<file path="src/shared/uep0_pkg.sv">
package uep0_pkg;

  // ----------------------------------------------------------------
  // Register map (byte addresses on the APB bus)
  // ----------------------------------------------------------------
  localparam logic [7:0] A_PAYLOAD = 8'h00;
  localparam logic [7:0] A_CSR = 8'h04;
  localparam logic [7:0] A_INDEX = 8'h08;
  localparam logic [7:0] A_IRQ_STAT = 8'h0c;
  localparam logic [7:0] A_IRQ_CLR = 8'h10;
  localparam logic [7:0] A_IRQ_EN = 8'h14;

  // ----------------------------------------------------------------
  // Field layout and widths
  // ----------------------------------------------------------------
  localparam int PAYLOAD_W = 11;
  localparam int INDEX_W = 4;
  localparam int IRQ_W = 4;
  localparam logic [3:0] EP_ZERO = 4'h0;
  // Control/status bits of endpoint 0
  localparam int B_RXRDY = 0;
  localparam int B_TXRDY = 1;
  localparam int B_SENT_STALL = 2;
  localparam int B_DATA_END = 3;
  localparam int B_SETUP_END = 4;
  localparam int B_SEND_STALL = 5;
  localparam int B_SERV_RX = 6;
  localparam int B_SERV_SETUP = 7;
  localparam int B_FLUSH = 8;
  // Interrupt status bits
  localparam int I_RX = 0;
  localparam int I_TX = 1;
  localparam int I_SETUP = 2;
  localparam int I_STALL = 3;
  // Reset values
  localparam logic [31:0] RD_ZERO = 32'h0000_0000;
  localparam logic [PAYLOAD_W-1:0] PAYLOAD_RST = 11'h000;

  // ----------------------------------------------------------------
  // Carriers between this block and the packet engine
  // ----------------------------------------------------------------
  typedef struct packed {
    logic rx_pkt;      // Data packet received on endpoint 0
    logic tx_done;     // Queued packet has been transmitted
    logic stall_done;  // STALL handshake has gone out
    logic ctrl_end;    // Control transfer has ended
  } uep0_ev_t;

  typedef struct packed {
    logic tx_ready;    // Packet waits in the FIFO
    logic stall_req;   // Answer the current transaction with STALL
    logic data_end;    // Last data packet of the transfer
    logic flush;       // One-cycle pulse: discard packet, reset pointer
  } uep0_cmd_t;

endpackage

</file>
<file path="src/uep0_ctrl.sv">
`timescale 1ns/1ps

// Functional notes
// - Hold 11-bit transmit payload limit, up to 2047
// - Flush discards packet, resets pointer, clears ready
// - Flush ignored unless a ready flag set
// - Setup-end acknowledge clears setup-end flag, self-clears
// - Receive-serviced strobe or a flush clears receive ready flag
// - Stall request sends STALL then self-clears
// - Early transfer end sets flag, interrupts, flushes
// - Stall-sent flag set on STALL, software clears
// - Software sets transmit ready; device clears when sent
// - Transmit-ready clear on send raises enabled endpoint interrupt; a flush clear raises none
// - Received packet sets receive ready, raises interrupt
module uep0_ctrl
  import uep0_pkg::*;
(
  // APB clock and reset
  input wire logic pclk,
  input wire logic presetn,
  // APB slave
  input wire logic [7:0] paddr,
  input wire logic psel,
  input wire logic penable,
  input wire logic pwrite,
  input wire logic [31:0] pwdata,
  output logic [31:0] prdata,
  output logic pready,
  output logic pslverr,
  // Packet engine side
  input wire uep0_ev_t link_ev,
  output uep0_cmd_t link_cmd,
  output logic [PAYLOAD_W-1:0] payload_limit,
  output logic [INDEX_W-1:0] endpoint_select,
  // Interrupt
  output logic irq
);

  // ----------------------------------------------------------------
  // State
  // ----------------------------------------------------------------
  logic pready_q, pslverr_q;
  logic [31:0] prdata_q;
  logic [PAYLOAD_W-1:0] limit_q;
  logic [INDEX_W-1:0] index_q;
  logic rxr_q, rxr_d, txr_q, txr_d;
  logic stall_q, stall_d, ssent_q, ssent_d;
  logic setup_q, setup_d, dend_q, dend_d;
  logic flush_q;
  logic [IRQ_W-1:0] stat_q, stat_d, en_q;
  logic irq_q;

  // ----------------------------------------------------------------
  // APB decode
  // ----------------------------------------------------------------
  // Access phase waits one cycle so every bus output is a flop
  wire acc_first = psel & penable & ~pready_q;
  wire acc_done = psel & penable & pready_q;
  wire wr_en = acc_done & pwrite;
  wire aligned = (paddr[1:0] == 2'b00);
  wire sel_pay = aligned & (paddr == A_PAYLOAD);
  wire sel_idx = aligned & (paddr == A_INDEX);
  wire sel_stat = aligned & (paddr == A_IRQ_STAT);
  wire sel_clr = aligned & (paddr == A_IRQ_CLR);
  wire sel_en = aligned & (paddr == A_IRQ_EN);
  wire sel_csr_raw = aligned & (paddr == A_CSR);
  // Endpoint 0 set only appears while index selects it
  wire sel_csr = sel_csr_raw & (index_q == EP_ZERO);
  wire mapped = sel_pay | sel_idx | sel_stat | sel_clr | sel_en |
                sel_csr_raw;
  wire csr_wr = wr_en & sel_csr;
  wire [15:0] wd = pwdata[15:0];

  // ----------------------------------------------------------------
  // Endpoint 0 handshake terms
  // ----------------------------------------------------------------
  // flush gating by flags
  wire flush_sw = csr_wr & wd[B_FLUSH] & (txr_q | rxr_q);
  wire early_end = link_ev.ctrl_end & ~dend_q;
  wire flush_now = flush_sw | early_end;
  wire serv_rx = csr_wr & wd[B_SERV_RX];
  wire serv_setup = csr_wr & wd[B_SERV_SETUP];
  // Only a written zero clears the stall-sent flag
  wire clr_ssent = csr_wr & ~wd[B_SENT_STALL];
  wire tx_fin = link_ev.tx_done & txr_q;

  // ----------------------------------------------------------------
  // Next-state logic; a hardware set always beats a clear
  // ----------------------------------------------------------------
  // receive flag set
  assign rxr_d = link_ev.rx_pkt | (rxr_q & ~serv_rx & ~flush_now);
  assign txr_d = (csr_wr & wd[B_TXRDY]) |
                 (txr_q & ~link_ev.tx_done & ~flush_now);
  // stall request held until handshake out
  assign stall_d = (csr_wr & wd[B_SEND_STALL]) |
                   (stall_q & ~link_ev.stall_done);
  assign ssent_d = link_ev.stall_done | (ssent_q & ~clr_ssent);
  assign setup_d = early_end | (setup_q & ~serv_setup);
  // data end cleared by device at end of stage
  assign dend_d = (csr_wr & wd[B_DATA_END]) |
                  (dend_q & ~link_ev.tx_done & ~link_ev.ctrl_end);

  // Interrupt events, sticky until the clear register is written
  wire [IRQ_W-1:0] ev_vec = {link_ev.stall_done, early_end, tx_fin,
                             link_ev.rx_pkt};
  wire [IRQ_W-1:0] clr_vec = (wr_en & sel_clr) ? pwdata[IRQ_W-1:0]
                                               : '0;
  assign stat_d = ev_vec | (stat_q & ~clr_vec);

  // ----------------------------------------------------------------
  // Read mux
  // ----------------------------------------------------------------
  // strobes and reserved bits read zero
  wire [15:0] csr_rd = {11'h000, setup_q, 1'b0, ssent_q, txr_q, rxr_q};
  wire [31:0] rd_val =
    sel_pay ? {21'h000000, limit_q} :
    sel_csr ? {16'h0000, csr_rd} :
    sel_idx ? {28'h0000000, index_q} :
    sel_stat ? {28'h0000000, stat_q} :
    sel_en ? {28'h0000000, en_q} : RD_ZERO;

  // ----------------------------------------------------------------
  // APB handshake
  // ----------------------------------------------------------------
  always_ff @(posedge pclk or negedge presetn) begin
    if (!presetn) begin
      pready_q <= 1'b0;
      prdata_q <= RD_ZERO;
      pslverr_q <= 1'b0;
    end else begin
      pready_q <= acc_first;
      prdata_q <= (acc_first & ~pwrite) ? rd_val : RD_ZERO;
      pslverr_q <= acc_first & ~mapped;
    end
  end

  // ----------------------------------------------------------------
  // Software-owned settings
  // ----------------------------------------------------------------
  // payload limit store; software keeps it legal
  always_ff @(posedge pclk or negedge presetn) begin
    if (!presetn) begin
      limit_q <= PAYLOAD_RST;
      index_q <= EP_ZERO;
      en_q <= '0;
    end else begin
      if (wr_en & sel_pay) limit_q <= pwdata[PAYLOAD_W-1:0];
      if (wr_en & sel_idx) index_q <= pwdata[INDEX_W-1:0];
      if (wr_en & sel_en) en_q <= pwdata[IRQ_W-1:0];
    end
  end

  // ----------------------------------------------------------------
  // Endpoint 0 flags
  // ----------------------------------------------------------------
  always_ff @(posedge pclk or negedge presetn) begin
    if (!presetn) begin
      rxr_q <= 1'b0;
      txr_q <= 1'b0;
      stall_q <= 1'b0;
      ssent_q <= 1'b0;
      setup_q <= 1'b0;
      dend_q <= 1'b0;
    end else begin
      rxr_q <= rxr_d;
      txr_q <= txr_d;
      stall_q <= stall_d;
      ssent_q <= ssent_d;
      setup_q <= setup_d;
      dend_q <= dend_d;
    end
  end

  // ----------------------------------------------------------------
  // Flush pulse and interrupt
  // ----------------------------------------------------------------
  // flush pulse resets FIFO pointer
  always_ff @(posedge pclk or negedge presetn) begin
    if (!presetn) begin
      flush_q <= 1'b0;
      stat_q <= '0;
      irq_q <= 1'b0;
    end else begin
      flush_q <= flush_now;
      stat_q <= stat_d;
      irq_q <= |(stat_q & en_q); // one cycle behind status
    end
  end

  // ----------------------------------------------------------------
  // Outputs
  // ----------------------------------------------------------------
  assign prdata = prdata_q;
  assign pready = pready_q;
  assign pslverr = pslverr_q;
  assign link_cmd = '{tx_ready: txr_q, stall_req: stall_q,
                      data_end: dend_q, flush: flush_q};
  assign payload_limit = limit_q;
  assign endpoint_select = index_q;
  assign irq = irq_q;
endmodule

</file>
<file path="config.mk">
export PLATFORM = sky130hd
export DESIGN_NAME = uep0_ctrl
export DESIGN_NICKNAME = d
export VERILOG_FILES = /design/src/shared/uep0_pkg.sv /design/src/uep0_ctrl.sv
export SDC_FILE = /design/constraint.sdc
export NUM_CORES = 1
export LEC_CHECK = 0
export CAP_MARGIN = 20
export CORE_MARGIN = 2
export CORE_UTILIZATION = 60
export CTS_CLUSTER_SIZE = 25
export DETAILED_ROUTE_END_ITERATION = 10
export DONT_BUFFER_PORTS = 1
export PLACE_DENSITY = 0.75
export SETUP_SLACK_MARGIN = 0.5
export SYNTH_ARGS = -nofsm -noshare
export SYNTH_HDL_FRONTEND = slang
export SYNTH_SLANG_ARGS = --single-unit
</file>
<file path="constraint.sdc">
create_clock -name pclk -period 2.3 [get_ports pclk]
set_clock_uncertainty 0.05 [all_clocks]
set_input_delay 0.46 -clock pclk [delete_from_list [all_inputs] [get_ports pclk]]
set_output_delay 0.46 -clock pclk [all_outputs]
set_load 0.01 [all_outputs]
</file>
==> results.sh, run 1 <==
export IMPL_initial_utilization_pct=63.3
export IMPL_cts_sinks=44
export IMPL_total_power_mw=1.24
export IMPL_synth_top_area_share_pct=51.3
export IMPL_combPwrFrac_pct=5.8
export IMPL_crit_path_max_fanout=5
export IMPL_wire_per_inst_um=18.4
export IMPL_die_h_um=63.8
export IMPL_min_period_over_period_pct=78.2
export IMPL_nFillCells=253
export IMPL_yosysUniqueCellTypes=44
export IMPL_core_rowCount=21
export IMPL_crit_type="reg2reg"
export IMPL_r2r_setup_slack_ns=0.50
export IMPL_slew_violations=0
export IMPL_hold_viol_final=0
export IMPL_swShare_pct=25.6
export IMPL_dp_cells=222
export IMPL_overflow=0
export IMPL_grt_pass1_wl_um=6790
export IMPL_fin_cells=234
export IMPL_core_um2=3390
export IMPL_route_detailed_drc=0
export IMPL_crit_required_ns=2.52
export IMPL_reg2reg_depth=4
export IMPL_regToRegStartpoint="endpoint_select[3]$_DFFE_PN0P_"
export IMPL_peakVddDrop_mv=0.315
export IMPL_via_per_inst=5.72
export IMPL_timing_setup_tns_ns=0
export IMPL_cts_tree="built"
export IMPL_path_clk_slew_ns=0.14
export IMPL_dieArea_um2=4070
export IMPL_synth_flop_cell="dfrtp_1"
export IMPL_synth_most_common_cell="dfrtp_1"
export IMPL_seq_area_frac_synth_pct=51.3
export IMPL_p_leak_nw=1.08
export IMPL_track_usage_pct=21.9
export IMPL_maxCapViolCount=0
export IMPL_finalWirelength_um=4300
export IMPL_dr_total_vias=1339
export IMPL_min_path_cells=1
export IMPL_p_per_area_nw_per_um2=536
export IMPL_fin_util_pct=68.4
export IMPL_outcome="finished clean"
export IMPL_start_kind="register"
export IMPL_synthesis_instances=184
export IMPL_seq_power_share_pct=63.3
export IMPL_dp_hpwl_um=3180
export IMPL_clock_latency_ns=0.36
export IMPL_yosys_area_top_type="dfrtp_1"
export IMPL_hold_end="setup_q$_DFF_PN0_"
export IMPL_endpoint_kind="register"
export IMPL_synth_warnings=0
export IMPL_die_x_um=63.8
export IMPL_syn_cell_area_um2=2150
export IMPL_final_cell_area_um2=2320
export IMPL_clock_path_buffers=2
export IMPL_place_port_buffers=0
export IMPL_avgSynthCellArea_um2=11.7
export IMPL_drive_gt1_share_pct=30.3
export IMPL_grt_max_degree=45
export IMPL_antenna_left=0
export IMPL_antenna_found_initial=0
export IMPL_yosys_register_bits=44
export IMPL_synth_edf_count=0
export IMPL_r2r_end="prdata[0]$_DFF_PN0_"
export IMPL_placed_cell_area_um2=2130
export IMPL_worstHoldStart="pwdata[7]"
export IMPL_setup_viol=0
export IMPL_root_buffer="clkbuf_4"
export IMPL_hp_class="in2reg"
export IMPL_synth_async_sr_flop_share_pct=100
export IMPL_synth_area_top_cells="dfrtp_1, buf_4, mux2_2"
export IMPL_cts_inserted_buffers=5
export IMPL_nNetsFinal=236
export IMPL_drtIter0Drc=85
export IMPL_htreeDepth=2
export IMPL_intPower_uw=924
export IMPL_setup_slack_ns=0.502
export IMPL_area_delta_synth_final_pct=7.93
export IMPL_place_gp_congestion=0.867
export IMPL_rsz0062_at_grt="true"
export IMPL_ys_top_cells_by_count="dfrtp_1, buf_4, mux2_2, nand2_1, nor2_1"
export IMPL_io_pins=103
export IMPL_max_freq_mhz=556
export IMPL_crit_arrival_ns=2.01
export IMPL_min_period_ns=1.80
export IMPL_grt_pass1_vias=1370
export IMPL_dr_pass1_iters=4
export IMPL_switching_power_uw=317
export IMPL_pwr_share_clk_pct=30.9
export IMPL_dp_slack_ns=0.170
export IMPL_hold_slack_ns=0.123
export IMPL_diodes=0
## cell type report
type | instances | area, um2 | area share [%]
Clock inverter | 3 | 23.8 | 1.03
Timing Repair Buffer | 7 | 71.3 | 3.08
Inverter | 2 | 7.51 | 0.324
Clock buffer | 5 | 37.5 | 1.62
Sequential cell | 44 | 1110 | 47.7
Multi-Input combinational cell | 127 | 1010 | 43.7
Tap cell | 46 | 57.6 | 2.48
## timing repair
action	CTS	global route
hold buffers	2	0
pin swaps	1	1
endpoints found under the setup margin	11	12
hold endpoints to repair	44	0
gates resized for setup	7	12
buffers inserted	2	0
## how the worst max path moves through the flow
| stage | start | to | slack [ns] | cells past startpoint |
|---|---|---|---|---|
| floorplan | paddr[0] | endpoint_select[0]$_DFFE_PN0P_ | 0.19 | 6 |
| global placement | paddr[0] | endpoint_select[2]$_DFFE_PN0P_ | 0.20 | 4 |
| detailed placement | paddr[0] | payload_limit[10]$_DFFE_PN0P_ | 0.17 | 4 |
| CTS | pready$_DFF_PN0_ | prdata[2]$_DFF_PN0_ | 0.49 | 4 |
| global route | endpoint_select[3]$_DFFE_PN0P_ | prdata[0]$_DFF_PN0_ | 0.48 | 4 |
| finish | endpoint_select[3]$_DFFE_PN0P_ | prdata[0]$_DFF_PN0_ | 0.50 | 4 |
## layout by cell type (no fill, tap or decap), types with 2 or more instances in the layout
| master | n |
|---|---|
| o21ai_0 | 4 |
| nand2_1 | 10 |
| dfrtp_2 | 4 |
| nor2b_1 | 2 |
| or4_4 | 2 |
| clkbuf_4 | 5 |
| and2_1 | 6 |
| inv_1 | 2 |
| mux2_4 | 13 |
| and3_1 | 5 |
| nor3_4 | 2 |
| a21o_1 | 3 |
| clkinvlp_4 | 2 |
| mux2_2 | 9 |
| conb_1 | 21 |
| dfrtp_1 | 40 |
| or3_1 | 2 |
| a22o_1 | 3 |
| a22oi_1 | 2 |
| nand3_1 | 3 |
| a21oi_1 | 5 |
| nor2_1 | 9 |
| buf_4 | 4 |
| o221a_4 | 3 |
## sequential cells by signal (all words and copies together) (netlist names)
| name | cells |
|---|---|
| payload_limit | 11 |
| prdata | 11 |
| en_q | 4 |
| endpoint_select | 4 |
| stat_q | 4 |
| dend_q | 1 |
| flush_q | 1 |
| irq | 1 |
| pready | 1 |
| pslverr | 1 |
| rxr_q | 1 |
| setup_q | 1 |
| ssent_q | 1 |
| stall_q | 1 |
| txr_q | 1 |
## layer usage
layer / global-route usage (%) / part of all wire [%] / vias up
li1: - / - / 610
met1: 28.6 / 43 / 658
met2: 34.5 / 49 / 67
met3: 7.75 / 8.1 / 4
met4: 6.25 / 0.58 / 0
met5: 0 / 0 / -
## worst max-delay path, stage by stage (launching register included)
cell and delay (ns):
dfrtp_2 0.47, or4_4 0.60, nor2b_4 0.21, nand2_4 0.09, o221a_4 0.28
## cell families after synthesis
family / after synthesis / synth area share [%]
AO/OA/AOI/OAI: 29 / 10.1
buffers and inverters: 33 / 10.8
flip-flops: 44 / 51.3
multiplexers: 23 / 12.0
other: 1 / 0.175
AND/OR/NAND/NOR: 54 / 15.6
## power groups by stage
stage                     Combinational, mW  Clock (mW)  Sequential [mW]
after floorplan                      0.0767           0            0.799
after global placement               0.0444           0            0.800
after detailed placement             0.0461           0            0.800
after CTS                            0.0698       0.391            0.786
after global routing                 0.0801       0.423            0.787
final                                0.0718       0.383            0.786
No activity file was read; power rests on OpenSTA's default activity.
==> run 2, diff against run 1 <==
- clock period: 2.3 -> 1.7 ns (I/O delays scaled with it)
==> run 2 against run 1 <==
- the run now ends with hold timing, setup timing left
- non-clock buffer count grew 15
- cell count is 6.0% higher
- critical path depth is 1 higher
- fmax up 1.9%
- sequential power up 35%
- first-iteration DRC count grew 3.5%
- final area up 6.9%
- global-route usage is 1.3 points higher
- critical endpoint is now prdata[2]$_DFF_PN0_
- largest power group unchanged
==> results.sh, run 2 (same netlist as run 1, synthesis figures left out) <==
export IMPL_crit_path_max_fanout=3
export IMPL_crit_path_cell_trace="or4bb_1, nor3_2, buf_4, a21boi_2, o221a_2"
export IMPL_fin_cells=248
export IMPL_place_gp_congestion=0.892
export IMPL_grt_max_degree=45
export IMPL_dr_total_vias=1473
export IMPL_cts_tree="built"
export IMPL_failed_checks="hold timing, setup timing"
export IMPL_cp_top_family="simple AND/OR/NAND/NOR gates"
export IMPL_htreeDepth=2
export IMPL_cts_inserted_buffers=5
export IMPL_root_buffer="clkbuf_4"
export IMPL_cts_sinks=44
export IMPL_timing_setup_tns_ns=-0.345
export IMPL_io_pins=103
export IMPL_hold_slack_ns=-0.387
export IMPL_hold_viol_final=44
export IMPL_via_per_inst=5.94
export IMPL_core_um2=3390
export IMPL_p_leak_nw=1.17
export IMPL_core_rowCount=21
export IMPL_area_delta_synth_final_pct=15.3
export IMPL_min_period_ns=1.76
export IMPL_hp_class="in2async"
export IMPL_drtIter0Drc=88
export IMPL_maxCapViolCount=0
export IMPL_crit_arrival_ns=2.01
export IMPL_clock_latency_ns=0.35
export IMPL_grt_pass1_wl_um=7120
export IMPL_r2r_end="prdata[2]$_DFF_PN0_"
export IMPL_wire_per_inst_um=19.3
export IMPL_overflow=0
export IMPL_die_h_um=63.8
export IMPL_rsz0062_at_grt="true"
export IMPL_cpMaxStageDelayCell="or4bb_1"
export IMPL_setup_slack_ns=-0.0644
export IMPL_place_port_buffers=0
export IMPL_max_stage_delay_ns=0.58
export IMPL_antenna_left=0
export IMPL_nNetsFinal=251
export IMPL_die_x_um=63.8
export IMPL_crit_required_ns=1.95
export IMPL_endpoint_kind="register"
export IMPL_peakVddDrop_mv=0.451
export IMPL_grt_pass1_vias=1415
export IMPL_nFillCells=226
export IMPL_min_period_over_period_pct=104
export IMPL_regToRegStartpoint="pready$_DFF_PN0_"
export IMPL_slew_violations=0
export IMPL_cp_num_buf_inv=1
export IMPL_layout_common_cells="dfrtp_1, conb_1, mux2_4, buf_6, nor2_1"
export IMPL_dp_cells=233
export IMPL_diodes=0
export IMPL_total_power_mw=1.62
export IMPL_track_usage_pct=23.2
export IMPL_multi_input_area_um2=1040
export IMPL_dp_hpwl_um=3340
export IMPL_drive_gt1_share_pct=37.6
export IMPL_r2r_setup_slack_ns=-0.06
export IMPL_setup_viol=16
export IMPL_dieArea_um2=4070
export IMPL_fin_util_pct=73.1
export IMPL_finalWirelength_um=4780
export IMPL_p_per_area_nw_per_um2=655
export IMPL_reg2reg_depth=5
export IMPL_layout_area_seq_um2=1100
export IMPL_antenna_found_initial=0
export IMPL_outcome="finished, violations left"
export IMPL_crit_type="reg2reg"
export IMPL_clock_path_buffers=2
export IMPL_initial_utilization_pct=63.3
export IMPL_dr_pass1_iters=4
export IMPL_final_common_cell="dfrtp_1"
export IMPL_route_detailed_drc=0
export IMPL_start_kind="register"
export IMPL_max_freq_mhz=567
export IMPL_path_clk_slew_ns=0.12
[run 2: what timing repair did]
item,in CTS,in global routing
endpoints found under the hold margin,44,46
buffers inserted,4,2
gates resized for setup,22,16
pin swaps,14,10
endpoints found under the setup margin,55,66
[run 2: how the worst max path moves through the flow]
stage                                   start  depth (start not counted)                        endpoint  slack (ns)
3_3_place_gp                         paddr[0]                          4  endpoint_select[2]$_DFFE_PN0P_       -0.27
4_1_cts        endpoint_select[2]$_DFFE_PN0P_                          6             prdata[4]$_DFF_PN0_       0.002
5_1_grt        endpoint_select[3]$_DFFE_PN0P_                          6             prdata[4]$_DFF_PN0_       -0.11
6_report                     pready$_DFF_PN0_                          5             prdata[2]$_DFF_PN0_       -0.06
3_5_place_dp                         paddr[0]                          4   payload_limit[10]$_DFFE_PN0P_       -0.30
2_1_floorplan                        paddr[0]                          6  endpoint_select[0]$_DFFE_PN0P_       -0.29
[run 2: final cells by class]
cell class                 count  share of cell area [%]
sequential                    44                    44.6
multi-input combinational    127                    41.9
timing repair buffer          22                    8.99
tap                           46                    2.32
clock buffer                   6                    1.67
inverter                       2                   0.303
clock inverter                 1                   0.202
[run 2: metal layers]
| layer | GRT usage (%) | vias to the layer above | part of all wire [%] |
|---|---|---|---|
| met5 | 0 | - | 0 |
| met4 | 4.89 | 0 | 0.84 |
| met2 | 38.7 | 73 | 51 |
| met3 | 8.63 | 4 | 8.9 |
| met1 | 28.9 | 750 | 39 |
| li1 | - | 646 | - |
[run 2: power breakdown]
part,internal (mW),switching (mW)
logic,0.0405,0.0530
registers,1.05,0.00800
clock network,0.153,0.315
total,1.25,0.376
[run 2: per-stage QoR]
| stage | worst slack (ns) | area, um2 |
|---|---|---|
| 6_report | -0.0644 | 2480 |
| 5_1_grt | -0.106 | 2480 |
| 4_1_cts | 0.00249 | 2380 |
| 3_5_place_dp | -0.295 | 2220 |
| 3_3_place_gp | -0.272 | 2220 |
| 2_1_floorplan | -0.294 | 2290 |
